[src/shared/ssp_pkg.sv]
// Constants and carrier types for the synthesizer sticky status and port lock bank
package ssp_pkg;
    localparam logic [8:0] SSP_OFS_MON1 = 9'h1b1;
    localparam logic [8:0] SSP_OFS_MON2 = 9'h1b2;
    localparam logic [8:0] SSP_OFS_MON3 = 9'h1b3;
    localparam logic [8:0] SSP_OFS_IRQ = 9'h1b7;
    localparam logic [8:0] SSP_OFS_CTRL = 9'h1fe;
    localparam int SSP_MON_ALIGN_LSB = 4;
    localparam int SSP_MON_UNLOCK_BIT = 2;
    localparam int SSP_CTRL_LOCK_BIT = 7;
    localparam int SSP_CTRL_STAT_BIT = 0;
    localparam logic [7:0] SSP_MON_MASK = 8'hf4;
    localparam logic [7:0] SSP_IRQ_MASK = 8'h0f;
    localparam logic [7:0] SSP_RESET_VAL = 8'h00;
    typedef struct packed {
        logic wr;
        logic rd;
        logic [8:0] addr;
        logic [7:0] wdata;
    } ssp_req_s;
    typedef struct packed {
        logic ack;
        logic fail;
        logic [7:0] rdata;
    } ssp_rsp_s;
endpackage : ssp_pkg

[src/hdl/ssp_sticky_cell.sv]
// One sticky status byte: events set bits, acknowledges clear them, set wins
`timescale 1ns/1ps
module ssp_sticky_cell (
    input wire logic clk_i,
    input wire logic resetn_i,
    input wire logic [7:0] set_i,
    input wire logic [7:0] clr_i,
    output logic [7:0] q_o
);
    logic [7:0] q_r;
    logic [7:0] q_nxt;

    always_comb begin
        q_nxt = (q_r & ~clr_i) | set_i; // RULE_09
    end

    always_ff @(posedge clk_i or negedge resetn_i) begin
        if (!resetn_i) begin
            q_r <= ssp_pkg::SSP_RESET_VAL;
        end else begin
            q_r <= q_nxt;
        end
    end

    assign q_o = q_r;
endmodule : ssp_sticky_cell

[src/hdl/ssp_status_bank.sv]
// Register bank: synthesizer sticky monitors, interrupt pending and host port lock
//
// Contract
// RULE_01: Each synthesizer 0..3 interrupt sets its pending bit 0..3, held until acknowledged.
// RULE_02: While lockout is set, writes to every other register are ignored.
// RULE_03: With lockout zero, all registers accept writes normally.
// RULE_04: Failed host access sets control bit 0; a successful access clears it.
// RULE_05: Monitor registers 1..3 hold alignment done for dividers D..A in bits 7..4.
// RULE_06: Monitor registers 1..3 hold a sticky unlock flag in bit 2.
// RULE_07: Alignment done flag sets on completion and holds until acknowledged.
// RULE_08: Unlock flag sets on synth_unlock_seen and holds until acknowledged.
// RULE_09: Writing ones clears only those flags; a same-cycle new event stays set.
`timescale 1ns/1ps
module ssp_status_bank (
    input wire logic clk_i,
    input wire logic resetn_i,
    input ssp_pkg::ssp_req_s host_req_i,
    output ssp_pkg::ssp_rsp_s host_rsp_o,
    input wire logic [3:0] align_done_s1_i,
    input wire logic [3:0] align_done_s2_i,
    input wire logic [3:0] align_done_s3_i,
    input wire logic [2:0] synth_unlock_seen_i,
    input wire logic [3:0] synth_irq_i,
    output logic port_locked_o
);
    logic [7:0] mon1_q;
    logic [7:0] mon2_q;
    logic [7:0] mon3_q;
    logic [7:0] irq_q;
    logic [7:0] ctrl_r;
    logic [7:0] ctrl_nxt;
    ssp_pkg::ssp_rsp_s rsp_r;
    ssp_pkg::ssp_rsp_s rsp_nxt;
    logic access;
    logic hit;
    logic locked;
    logic wr_ok;
    logic fail;
    logic addr_bad;
    logic wr_blocked;

    // Register selects decoded from the request address
    logic sel_mon1;
    logic sel_mon2;
    logic sel_mon3;
    logic sel_irq;
    logic sel_ctrl;

    // Event sets and acknowledge clears of the sticky cells
    logic [7:0] mon1_set;
    logic [7:0] mon2_set;
    logic [7:0] mon3_set;
    logic [7:0] irq_set;
    logic [7:0] mon1_clr;
    logic [7:0] mon2_clr;
    logic [7:0] mon3_clr;
    logic [7:0] irq_clr;

    // Read data before the response register
    logic [7:0] rdata_nxt;

    // Monitor set vector: alignment done in bits 7..4, unlock in bit 2
    function automatic logic [7:0] mon_set(input logic [3:0] align, input logic unlock);
        logic [7:0] v;
        v = 8'h00;
        v[ssp_pkg::SSP_MON_ALIGN_LSB +: 4] = align; // RULE_05 RULE_07
        v[ssp_pkg::SSP_MON_UNLOCK_BIT] = unlock; // RULE_06 RULE_08
        mon_set = v;
    endfunction : mon_set

    // Acknowledge mask: written ones clear only the implemented flags
    function automatic logic [7:0] ack_bits(input logic ok, input logic [7:0] d, input logic [7:0] mask);
        ack_bits = ok ? (d & mask) : 8'h00; // RULE_09
    endfunction : ack_bits

    // One select per mapped register; an unmapped address selects none
    always_comb begin
        sel_mon1 = 1'h0;
        sel_mon2 = 1'h0;
        sel_mon3 = 1'h0;
        sel_irq = 1'h0;
        sel_ctrl = 1'h0;
        case (host_req_i.addr)
            ssp_pkg::SSP_OFS_MON1: begin
                sel_mon1 = 1'h1;
            end
            ssp_pkg::SSP_OFS_MON2: begin
                sel_mon2 = 1'h1;
            end
            ssp_pkg::SSP_OFS_MON3: begin
                sel_mon3 = 1'h1;
            end
            ssp_pkg::SSP_OFS_IRQ: begin
                sel_irq = 1'h1;
            end
            ssp_pkg::SSP_OFS_CTRL: begin
                sel_ctrl = 1'h1;
            end
            default: begin
                sel_ctrl = 1'h0;
            end
        endcase
    end

    // Access outcome: unmapped address or write refused under lockout
    assign access = host_req_i.wr | host_req_i.rd;
    assign hit = sel_mon1 | sel_mon2 | sel_mon3 | sel_irq | sel_ctrl;
    assign locked = ctrl_r[ssp_pkg::SSP_CTRL_LOCK_BIT];
    assign addr_bad = access && !hit; // RULE_04
    // Lock register itself stays writable so software can unlock
    assign wr_blocked = host_req_i.wr && hit && locked && !sel_ctrl; // RULE_02
    assign wr_ok = host_req_i.wr && hit && !wr_blocked; // RULE_02 RULE_03
    assign fail = addr_bad || wr_blocked; // RULE_04

    // Event sets and acknowledge clears of the sticky registers
    always_comb begin
        mon1_set = mon_set(align_done_s1_i, synth_unlock_seen_i[0]);
        mon2_set = mon_set(align_done_s2_i, synth_unlock_seen_i[1]);
        mon3_set = mon_set(align_done_s3_i, synth_unlock_seen_i[2]);
        irq_set = {4'h0, synth_irq_i}; // RULE_01
        mon1_clr = ack_bits(wr_ok && sel_mon1, host_req_i.wdata, ssp_pkg::SSP_MON_MASK); // RULE_09
        mon2_clr = ack_bits(wr_ok && sel_mon2, host_req_i.wdata, ssp_pkg::SSP_MON_MASK); // RULE_09
        mon3_clr = ack_bits(wr_ok && sel_mon3, host_req_i.wdata, ssp_pkg::SSP_MON_MASK); // RULE_09
        irq_clr = ack_bits(wr_ok && sel_irq, host_req_i.wdata, ssp_pkg::SSP_IRQ_MASK); // RULE_09
    end

    // Sticky registers: three monitors and the interrupt pending byte
    ssp_sticky_cell u_mon1 (
        .clk_i(clk_i),
        .resetn_i(resetn_i),
        .set_i(mon1_set),
        .clr_i(mon1_clr),
        .q_o(mon1_q)
    );

    ssp_sticky_cell u_mon2 (
        .clk_i(clk_i),
        .resetn_i(resetn_i),
        .set_i(mon2_set),
        .clr_i(mon2_clr),
        .q_o(mon2_q)
    );

    ssp_sticky_cell u_mon3 (
        .clk_i(clk_i),
        .resetn_i(resetn_i),
        .set_i(mon3_set),
        .clr_i(mon3_clr),
        .q_o(mon3_q)
    );

    ssp_sticky_cell u_irq (
        .clk_i(clk_i),
        .resetn_i(resetn_i),
        .set_i(irq_set), // RULE_01
        .clr_i(irq_clr), // RULE_09
        .q_o(irq_q)
    );

    always_comb begin
        ctrl_nxt = ctrl_r;
        // Lockout follows the written bit; the written status bit is ignored
        if (wr_ok && sel_ctrl) begin
            ctrl_nxt[ssp_pkg::SSP_CTRL_LOCK_BIT] = host_req_i.wdata[ssp_pkg::SSP_CTRL_LOCK_BIT]; // RULE_02 RULE_03
        end
        // Status records the outcome of the latest access
        if (access) begin
            ctrl_nxt[ssp_pkg::SSP_CTRL_STAT_BIT] = fail; // RULE_04
        end
    end

    // Read mux: reserved bits read as zero
    always_comb begin
        rdata_nxt = 8'h00;
        if (host_req_i.rd) begin
            case (host_req_i.addr)
                ssp_pkg::SSP_OFS_MON1: begin
                    rdata_nxt = mon1_q & ssp_pkg::SSP_MON_MASK; // RULE_05
                end
                ssp_pkg::SSP_OFS_MON2: begin
                    rdata_nxt = mon2_q & ssp_pkg::SSP_MON_MASK; // RULE_05
                end
                ssp_pkg::SSP_OFS_MON3: begin
                    rdata_nxt = mon3_q & ssp_pkg::SSP_MON_MASK; // RULE_05
                end
                ssp_pkg::SSP_OFS_IRQ: begin
                    rdata_nxt = irq_q & ssp_pkg::SSP_IRQ_MASK; // RULE_01
                end
                ssp_pkg::SSP_OFS_CTRL: begin
                    rdata_nxt = ctrl_r;
                end
                default: begin
                    rdata_nxt = 8'h00;
                end
            endcase
        end
    end

    // Every access is answered one cycle later; fail marks a refusal
    always_comb begin
        rsp_nxt.ack = access;
        rsp_nxt.fail = fail; // RULE_04
        rsp_nxt.rdata = rdata_nxt;
    end

    // Control register: lockout bit and access status
    always_ff @(posedge clk_i or negedge resetn_i) begin
        if (!resetn_i) begin
            ctrl_r <= ssp_pkg::SSP_RESET_VAL;
        end else begin
            ctrl_r <= ctrl_nxt;
        end
    end

    // Response register: one-cycle acknowledge with its data
    always_ff @(posedge clk_i or negedge resetn_i) begin
        if (!resetn_i) begin
            rsp_r <= '0;
        end else begin
            rsp_r <= rsp_nxt;
        end
    end

    assign host_rsp_o = rsp_r;
    assign port_locked_o = locked;
endmodule : ssp_status_bank

[config.mk]
export PLATFORM = sky130hd
export DESIGN_NAME = ssp_status_bank
export DESIGN_NICKNAME = d
export VERILOG_FILES = /design/src/shared/ssp_pkg.sv /design/src/hdl/ssp_sticky_cell.sv /design/src/hdl/ssp_status_bank.sv
export SDC_FILE = /design/constraint.sdc
export NUM_CORES = 1
export LEC_CHECK = 0
export ABC_CLOCK_PERIOD_IN_PS = 1700
export BUFFER_PORTS_ARGS = -buffer_cell sky130_fd_sc_hd__buf_2
export CAP_MARGIN = 20
export CORE_MARGIN = 3
export CORE_UTILIZATION = 30
export DETAILED_ROUTE_END_ITERATION = 16
export SYNTH_ARGS = -nofsm -noshare
export SYNTH_HDL_FRONTEND = slang
export SYNTH_SLANG_ARGS = --single-unit
[constraint.sdc]
create_clock -name clk_i -period 1.7 [get_ports clk_i]
set_input_delay 0.17 -clock clk_i [delete_from_list [all_inputs] [get_ports clk_i]]
set_output_delay 0.17 -clock clk_i [all_outputs]
set_load 0.02 [all_outputs]
* After elaboration in Yosys (flattened, before gate mapping)
Index checks and enable logic that the tools add are counted.
** Storage, ports and cells
- Flip-flop bits (word level) :: 44
- Input port bits :: 40
- Output and inout bits :: 11
- Word-level logic and storage cells :: 56
** Operators by class
- Equal/unequal tests :: 5
- Mux-type cells :: 11
- Bitwise operators :: 17
- Reductions and logical operators :: 14
** Operators by type and width (count)
- 9-bit equality test, second input constant :: 5
- 8-bit one-hot mux with 5 select lines :: 1
- 8-bit bitwise AND :: 4
- 8-bit 2-to-1 mux :: 4
- 8-bit NOT :: 3
- 8-bit bitwise OR :: 3
- 1-bit logical AND :: 10
- 4-bit NOT with 8-bit output :: 1
- 8-bit by 4-bit bitwise OR with 8-bit output :: 1
- 1-bit 2-to-1 mux :: 5
- 1-bit bitwise OR :: 5
- 4-bit 2-to-1 mux :: 1
- 1-bit zero test :: 3
- 1-bit logical OR :: 1

* Logic depth before layout (Yosys ltp)
Gate-level depths: netlist of the first run.
- Depth after elaboration :: 16
- Mapped depth :: 5
- Gate-level depth less buffers :: 4

* Hierarchy
From an unflattened synthesis of the first run, not the netlist that was laid out.
** Unflattened totals
- Cell total of the unflattened synthesis :: 190
- Area, all modules :: 2009.4 µm²
** Modules (own cells, without submodules)
- ssp_sticky_cell :: instances 4, cells each 24, area an instance 290.3 µm², seq. area each 200.2 µm²
- ssp_status_bank :: instances 1, cells each 94, area an instance 848.3 µm², seq. area each 300.3 µm²

* Least setup slack after synthesis of the first run
Ideal clock, no wire load.
- Path type :: flip-flop to flip-flop
- Start :: reg ctrl_r[7]
- End :: reg u_mon2.q_r[4] (netlist: u_mon2.q_o[4])
- Library setup time :: 0.118 ns
- Arrival time :: 1.322 ns
- Required time :: 1.582 ns
- Slack :: 0.260 ns
- Stages on the path, launching flop included :: 5
- Path buffers :: 0
- Clock period less this slack :: 1.440 ns
- Path through :: dfrtp_1 > nor2_1 > and4_1 > nand3_1 > a21o_1
** Between the ends
- Cells in the longest elaborated chain, start to end :: 9
** RTL lines
- start, declared :: RTL line ssp_status_bank.sv:30 : logic [7:0] ctrl_r;
- start signal, assigned :: RTL line ssp_status_bank.sv:209 : ctrl_r <= ssp_pkg::SSP_RESET_VAL;
- start signal, assigned :: RTL line ssp_status_bank.sv:211 : ctrl_r <= ctrl_nxt;
- 1-bit logical AND (2 in a row) :: RTL line ssp_status_bank.sv:111 : assign wr_blocked = host_req_i.wr && hit && locked && !sel_ctrl;
- 1-bit zero test :: RTL line ssp_status_bank.sv:112 : assign wr_ok = host_req_i.wr && hit && !wr_blocked;
- 1-bit logical AND :: RTL line ssp_status_bank.sv:112
- 1-bit logical AND :: RTL line ssp_status_bank.sv:122 : mon2_clr = ack_bits(wr_ok && sel_mon2, host_req_i.wdata, ssp_pkg::SSP_MON_MASK);
- 8-bit 2-to-1 mux :: RTL line ssp_status_bank.sv:73 : ack_bits = ok ? (d & mask) : 8'h00;
- 8-bit NOT :: RTL line ssp_sticky_cell.sv:14 : q_nxt = (q_r & ~clr_i) | set_i;
- 8-bit bitwise AND :: RTL line ssp_sticky_cell.sv:14
- 8-bit bitwise OR :: RTL line ssp_sticky_cell.sv:14
- named net u_mon2.q_nxt[4] :: RTL line ssp_sticky_cell.sv:11 : logic [7:0] q_nxt;
- end signal, assigned :: RTL line ssp_sticky_cell.sv:19 : q_r <= ssp_pkg::SSP_RESET_VAL;
- end signal, assigned :: RTL line ssp_sticky_cell.sv:21 : q_r <= q_nxt;
- end, declared :: RTL line ssp_sticky_cell.sv:10 : logic [7:0] q_r;
The timed path passes the listed nets, and every way through them passes these cells.
A chain may end at the register's enable or synchronous reset.

* Worst setup path in the final report of the first run
- Start :: reg ctrl_r[7]
- End :: reg u_mon2.q_r[7] (netlist: u_mon2.q_o[7])
Same word-level chain as after synthesis.

==> flow_summary.yaml, run 1 <==
route:
  viasPerCell: 4.929
  first_pass_iters: 4
  routedWlPerCell_um: 14.52
  drt_iter0_drc: 73
  num_vias: 1321
  routed_wl_um: 3892
  drc: 0
  ant_nets: 0
yosys:
  synthArstFlopShare: 1.000
  syn-num-nets: 179
  yosysUniqueCellTypes: 33
  synth-seq-area-share: 0.5254
  synth_ff_type: "dfrtp_1"
  netlist_instances: 139
  syn-cell-area_um2: 1476
  avgSynthCellArea_um2: 10.62
  ys_ff_latch: 31
  synth_warnings: 0
  synth_edf_count: 0
power_and_ir_drop:
  seqPwrFrac: 0.516
  peakVddDrop_v: 0.0002281
  pwr-share-comb: 0.112
  switching_share: 0.2388
  switchingPower_mw: 0.3440
  p_per_area_nw_per_um2: 740.4
  power.leakage_nw: 0.8026
  p_clk_frac: 0.372
  internal_power_mw: 1.097
critical_path:
  cp_slowest_cell: "dfrtp_1"
  timing.rr.end: "u_mon2.q_o[7]"
  regToRegStartpoint: "ctrl_r[7]"
  crit_family: "simple AND/OR/NAND/NOR gates"
  critPathBufInv: 0
  worstPathMaxFanout: 4
  worstPathRequired_ns: 1.87
  rrSetupSlack_ns: 0.42
  arrival_ns: 1.45
  cp-end-kind: "flop"
  critical_path_class: "reg -> reg"
  reg2reg_depth: 4
  path_cells: "nor2_1, and4_1, nand3_1, a21o_1"
  cpPeakStageDelay_ns: 0.37
  crit_path_start_kind: "flop"
timing:
  fmax_ghz: 0.7817
  slew_headroom: 0.5528
  skew_ns: 0.003128
  slew_viol_final: 0
  rsz0062_at_grt: "false"
  hold_violations: 0
  fin_crit_ns: 1.279
  setup_viol: 0
  tightest_slew_ns: 0.6708
  finalWorstSetupSlack_ns: 0.4208
  fin_crit_sh: 0.7525
  tns_ns: 0
placed_design:
  hpwl_um: 2944
  place_area_um2: 1854
  gp_congestion: 0.8638
  io_buffer_count: 50
  dpl.cell_count: 259
  place_ws_ns: 0.1871
clock_network:
  clockRootBuffer: "clkbuf_8"
  cts_tree: "done"
  clockBufferDepth: 2
  clk_pin_slew_worst_paths_ns: 0.06
  cts_buffers: 5
  cts_sinks: 31
  htreeDepth: 2
  insertion_delay_ns: 0.28
final_layout:
  diodes: 0
  post-route-cell-area_um2: 1946
  fin_util: 0.4263
  drive_gt1_frac: 0.3596
  final_cells: 268
  final_nets: 242
  area_growth_pct: 31.78
  nFillCells: 478
global_routing:
  overflow: 0
  grt_pass1_vias: 1350
  grt_max_degree: 32
  grtUsageTotal: 0.1400
  grt_pass1_wl_um: 6430
  grt_antenna_before_repair: 0
hold_path:
  whs_endpoint: "u_mon3.q_o[4]"
  min_path_type: "in -> reg"
  min_from: "align_done_s3_i[0]"
  min_path_cells: 2
floorplan:
  die_area_um2: 5799
  chipWidth_um: 76.15
  row_count: 24
  initial_core_util: 0.3235
  core_um2: 4564
  die_h_um: 76.15
  io_pins: 51
run_status:
  outcome: "finished clean"
flow_run:
  maxCapViolCount: 0
==> state kept, by name, summed over array words and instances, names as in the netlist <==
register and cells:
ctrl_r 2, host_rsp_o 10, u_mon2.q_o 5, u_mon1.q_o 5, u_mon3.q_o 5, u_irq.q_o 4
==> layout by cell type (no fill, tap or decap) <==
master	Yosys	final
buf_4	1	9
o211ai_1	1	1
buf_2	2	50
a22o_1	1	1
nand4_1	4	4
o22a_1	3	3
nor2_1	7	7
nand3_1	12	12
nor3b_1	1	1
nand2_1	9	9
clkbuf_8	0	5
dlygate4sd3_1	0	1
and2_1	4	4
and3_1	2	2
a21o_1	15	15
inv_1	3	3
mux2_2	5	5
o21ai_0	4	4
dfrtp_1	31	31
clkinv_2	0	1
nor4_1	1	1
nand2b_1	2	2
nor3_1	4	4
nor2b_1	4	4
mux2i_1	1	1
o32a_1	1	1
or3b_4	1	1
clkbuf_1	1	2
a32oi_1	1	1
a21oi_1	4	4
a22oi_1	4	4
and4_1	2	2
nand4b_1	5	5
o2111ai_1	1	1
or2_2	1	1
nor3_4	1	1
==> worst max path at each step <==
| stage | depth (start not counted) | endpoint | startpoint | slack (ns) |
|---|---|---|---|---|
| floorplan | 4 | u_mon2.q_o[4] | ctrl_r[7] | 0.26 |
| global placement | 6 | u_mon3.q_o[5] | host_req_i[11] | 0.19 |
| detailed placement | 6 | u_mon3.q_o[4] | host_req_i[11] | 0.19 |
| CTS | 4 | u_mon1.q_o[5] | ctrl_r[7] | 0.40 |
| global route | 4 | u_mon1.q_o[4] | ctrl_r[7] | 0.30 |
| finish | 4 | u_mon2.q_o[7] | ctrl_r[7] | 0.42 |
==> cell type report <==
class | count | area (um2) | share of cell area
flip-flops and latches | 31 | 775.7 | 0.3987
multi-input cells | 101 | 668.1 | 0.3434
repair buffers | 60 | 327.8 | 0.1685
well taps | 65 | 81.33 | 0.04180
clock buffers | 7 | 76.32 | 0.03923
inverters | 3 | 11.26 | 0.005788
clock inverters | 1 | 5.005 | 0.002572
==> power groups by stage <==
stage	Clock, mW	Combinational, mW	Sequential (mW)
floorplan	0	0.0572	0.762
global placement	0	0.162	0.756
detailed placement	0	0.161	0.756
CTS	0.560	0.163	0.743
global route	0.587	0.179	0.743
finish	0.536	0.161	0.743
==> synth_stat cells (2+ instances only) <==
library cell,number,area share
dfrtp_1,31,0.53
a21o_1,15,0.076
nand3_1,12,0.041
nand2_1,9,0.023
nor2_1,7,0.018
mux2_2,5,0.038
nand4b_1,5,0.030
a21oi_1,4,0.014
a22oi_1,4,0.020
and2_1,4,0.017
nand4_1,4,0.017
nor2b_1,4,0.017
nor3_1,4,0.014
o21ai_0,4,0.014
inv_1,3,0.0076
o22a_1,3,0.018
and3_1,2,0.0085
and4_1,2,0.012
buf_2,2,0.0068
nand2b_1,2,0.0085
==> per-stage QoR <==
stage               power (mW)  hold slack, ns
floorplan               0.8189         -0.1256
global placement        0.9180          0.2582
detailed placement      0.9171          0.2457
CTS                      1.466         0.05866
global route             1.509         0.06517
finish                   1.440         0.06317
==> routing by layer <==
| metal | global-route usage | share of wire | up-vias |
|---|---|---|---|
| li1 | - | - | 643 |
| met1 | 0.1811 | 0.44 | 639 |
| met2 | 0.2145 | 0.49 | 35 |
| met3 | 0.03901 | 0.052 | 4 |
| met4 | 0.07065 | 0.019 | 0 |
| met5 | 0 | 0 | - |
==> kinds of logic (layout without fill, tap and decap cells) <==
| logic type | after synthesis | count (layout) | synth area share |
|---|---|---|---|
| AOI/OAI and AO/OA | 35 | 35 | 0.1712 |
| muxes | 6 | 6 | 0.04491 |
| buffers and inverters | 7 | 71 | 0.02203 |
| and+or+nand+nor | 60 | 60 | 0.2364 |
| DFF | 31 | 31 | 0.5254 |
==> repair_timing <==
action                    CTS  global route
hold buffers                1             0
resized for setup           0             0
hold endpoints to repair   31             0
buffers inserted            0             0
==> worst register-to-register path, stage by stage (launching register included) <==
cell     delay [ns]
dfrtp_1        0.37
nor2_1         0.19
and4_1         0.31
nand3_1        0.10
a21o_1         0.19
Power figures use the tool's default switching activity.
==> run 2: changes to the inputs <==
Settings changed: ABC_CLOCK_PERIOD_IN_PS 1700 to 1100.
Clock period 1.7 ns to 1.1 ns, I/O delays scaled along.
==> run 2 against run 1 <==
The flow now finishes with violations (negative setup slack). Global-route usage is 0.70 points higher. Cell count increased by 11%. Fmax rose by 8.9%. Flip-flop and latch count did not move. Via count increased by 6.4%. Critical path depth unchanged. Sequential power rose by 55%. Register-to-register slack got worse by 0.50 ns. Sequential share of layout area decreased by 6.0 points. First-iteration DRC count grew 19%. Combinational power rose by 120%. Highest routed layer unchanged.
==> flow_summary.yaml, run 2 (synthesis results as in run 1) <==
critical_path:
  path_cells: "nor2_4, and4_4, nand3_1, a21o_1"
  critPathBufInv: 0
  critical_path_class: "reg -> reg"
  crit_family: "simple AND/OR/NAND/NOR gates"
  cp_slowest_cell: "dfrtp_2"
  crit_cells: 4
  worstPathRequired_ns: 1.27
  crit_path_start_kind: "flop"
  cp-end-kind: "flop"
  worstPathMaxFanout: 5
  cpPeakStageDelay_ns: 0.42
  reg2reg_depth: 4
  arrival_ns: 1.35
global_routing:
  overflow: 0
  grt_pass1_wl_um: 6858
  grtUsageTotal: 0.1470
  grt_max_degree: 17
  grt_pass1_vias: 1481
  grt_antenna_before_repair: 0
final_layout:
  area_growth_pct: 55.51
  drive_gt1_frac: 0.5043
  final_nets: 271
  final_cells: 297
  final_cell_mix: "49 x buf_2, 35 x buf_4, 30 x dfrtp_1"
  nFillCells: 441
  final_common_cell: "buf_2"
  largest_register_ffs: 10
  multi_input_area_um2: 737.0
  ff_latch_area_um2: 777.0
  diodes: 0
hold_path:
  min_path_cells: 2
  min_path_type: "in -> reg"
route:
  ant_nets: 0
  routed_wl_um: 4189
  drt_iter0_drc: 87
  drc: 0
  first_pass_iters: 4
  routedWlPerCell_um: 14.10
  viasPerCell: 4.731
  num_vias: 1405
timing:
  skew_ns: 0.004945
  slew_headroom: 0.7508
  fin_crit_sh: 1.068
  rsz0062_at_grt: "true"
  tightest_slew_ns: 0.3738
  tns_ns: -0.7603
  fmax_ghz: 0.8509
  fin_crit_ns: 1.175
  slew_viol_final: 0
  setup_viol: 17
  hold_violations: 0
  finalWorstSetupSlack_ns: -0.07516
floorplan:
  io_pins: 51
  core_um2: 4564
  chipWidth_um: 76.15
  die_area_um2: 5799
  die_h_um: 76.15
  initial_core_util: 0.3235
  row_count: 24
clock_network:
  clockRootBuffer: "clkbuf_8"
  clockBufferDepth: 2
  cts_tree: "done"
  cts_buffers: 5
  cts_sinks: 31
  insertion_delay_ns: 0.28
  clk_pin_slew_worst_paths_ns: 0.07
  htreeDepth: 2
power_and_ir_drop:
  p_clk_frac: 0.436
  internal_power_mw: 2.052
  switchingPower_mw: 0.6005
  power.leakage_nw: 0.9883
  power.total_mw: 2.653
  peakVddDrop_v: 0.0006635
  switching_share: 0.2264
  p_per_area_nw_per_um2: 1155
  pwr-share-comb: 0.131
  seqPwrFrac: 0.433
placed_design:
  dpl.cell_count: 284
  hpwl_um: 3243
  place_ws_ns: -0.2470
  gp_congestion: 0.8327
  io_buffer_count: 50
run_status:
  violations: "negative setup slack"
  outcome: "finished with violations"
flow_run:
  maxCapViolCount: 0
[run 2: worst reg2reg max path, stage by stage (launching register included)]
cell,delay (ns)
dfrtp_2,0.42
nor2_4,0.13
and4_4,0.27
nand3_1,0.09
a21o_1,0.16
[run 2: per-stage QoR]
stage | utilization | hold slack [ns] | area, um2
3_3_place_gp | 0.4567 | 0.04575 | 2085
6_report | 0.5030 | 0.007835 | 2296
3_5_place_dp | 0.4567 | 0.04762 | 2085
4_1_cts | 0.4910 | 0.001531 | 2241
5_1_grt | 0.5030 | 0.003816 | 2296
2_1_floorplan | - | -0.1856 | 1508
[run 2: cell type report]
| cell class | count | share of cell area |
|---|---|---|
| well taps | 65 | 0.03542 |
| clock inverters | 2 | 0.01526 |
| repair buffers | 89 | 0.2490 |
| flip-flops and latches | 31 | 0.3384 |
| multi-input cells | 101 | 0.3210 |
| clock buffers | 6 | 0.03597 |
| inverters | 3 | 0.004905 |
[run 2: path summary, 6_finish.rpt]
kind	from	to	slack, ns
max reg2reg	ctrl_r[7]	u_mon2.q_o[5]	-0.08
max	ctrl_r[7]	u_mon2.q_o[5]	-0.08
min reg2reg	u_mon3.q_o[4]	u_mon3.q_o[4]	0.48
min in group asynchronous	resetn_i	u_irq.q_o[3]	0.27
min	synth_unlock_seen_i[1]	u_mon2.q_o[2]	0.008
max in group asynchronous	resetn_i	u_mon2.q_o[7]	0.35
[run 2: what timing repair did]
| action | CTS | global route |
|---|---|---|
| hold buffers | 1 | 0 |
| cloned | 0 | 0 |
| pin swaps | 4 | 10 |
| endpoints found under the setup margin | 13 | 23 |
| resized for setup | 4 | 10 |
| buffers inserted | 2 | 3 |
| endpoints found under the hold margin | 14 | 0 |
[run 2: power by group through the flow]
stage / Sequential (mW) / Combinational, mW / Clock, mW
2_1_floorplan: 1.18 / 0.0946 / 0
3_3_place_gp: 1.17 / 0.323 / 0
3_5_place_dp: 1.17 / 0.323 / 0
4_1_cts: 1.15 / 0.337 / 1.18
5_1_grt: 1.15 / 0.380 / 1.23
6_report: 1.15 / 0.347 / 1.16
[run 2: layer usage]
metal,vias up,global-route usage,wire [um]
li1,697,-,-
met1,665,0.1915,1876
met2,37,0.2367,2068
met3,6,0.02600,183
met4,0,0.07065,60
met5,-,0,0
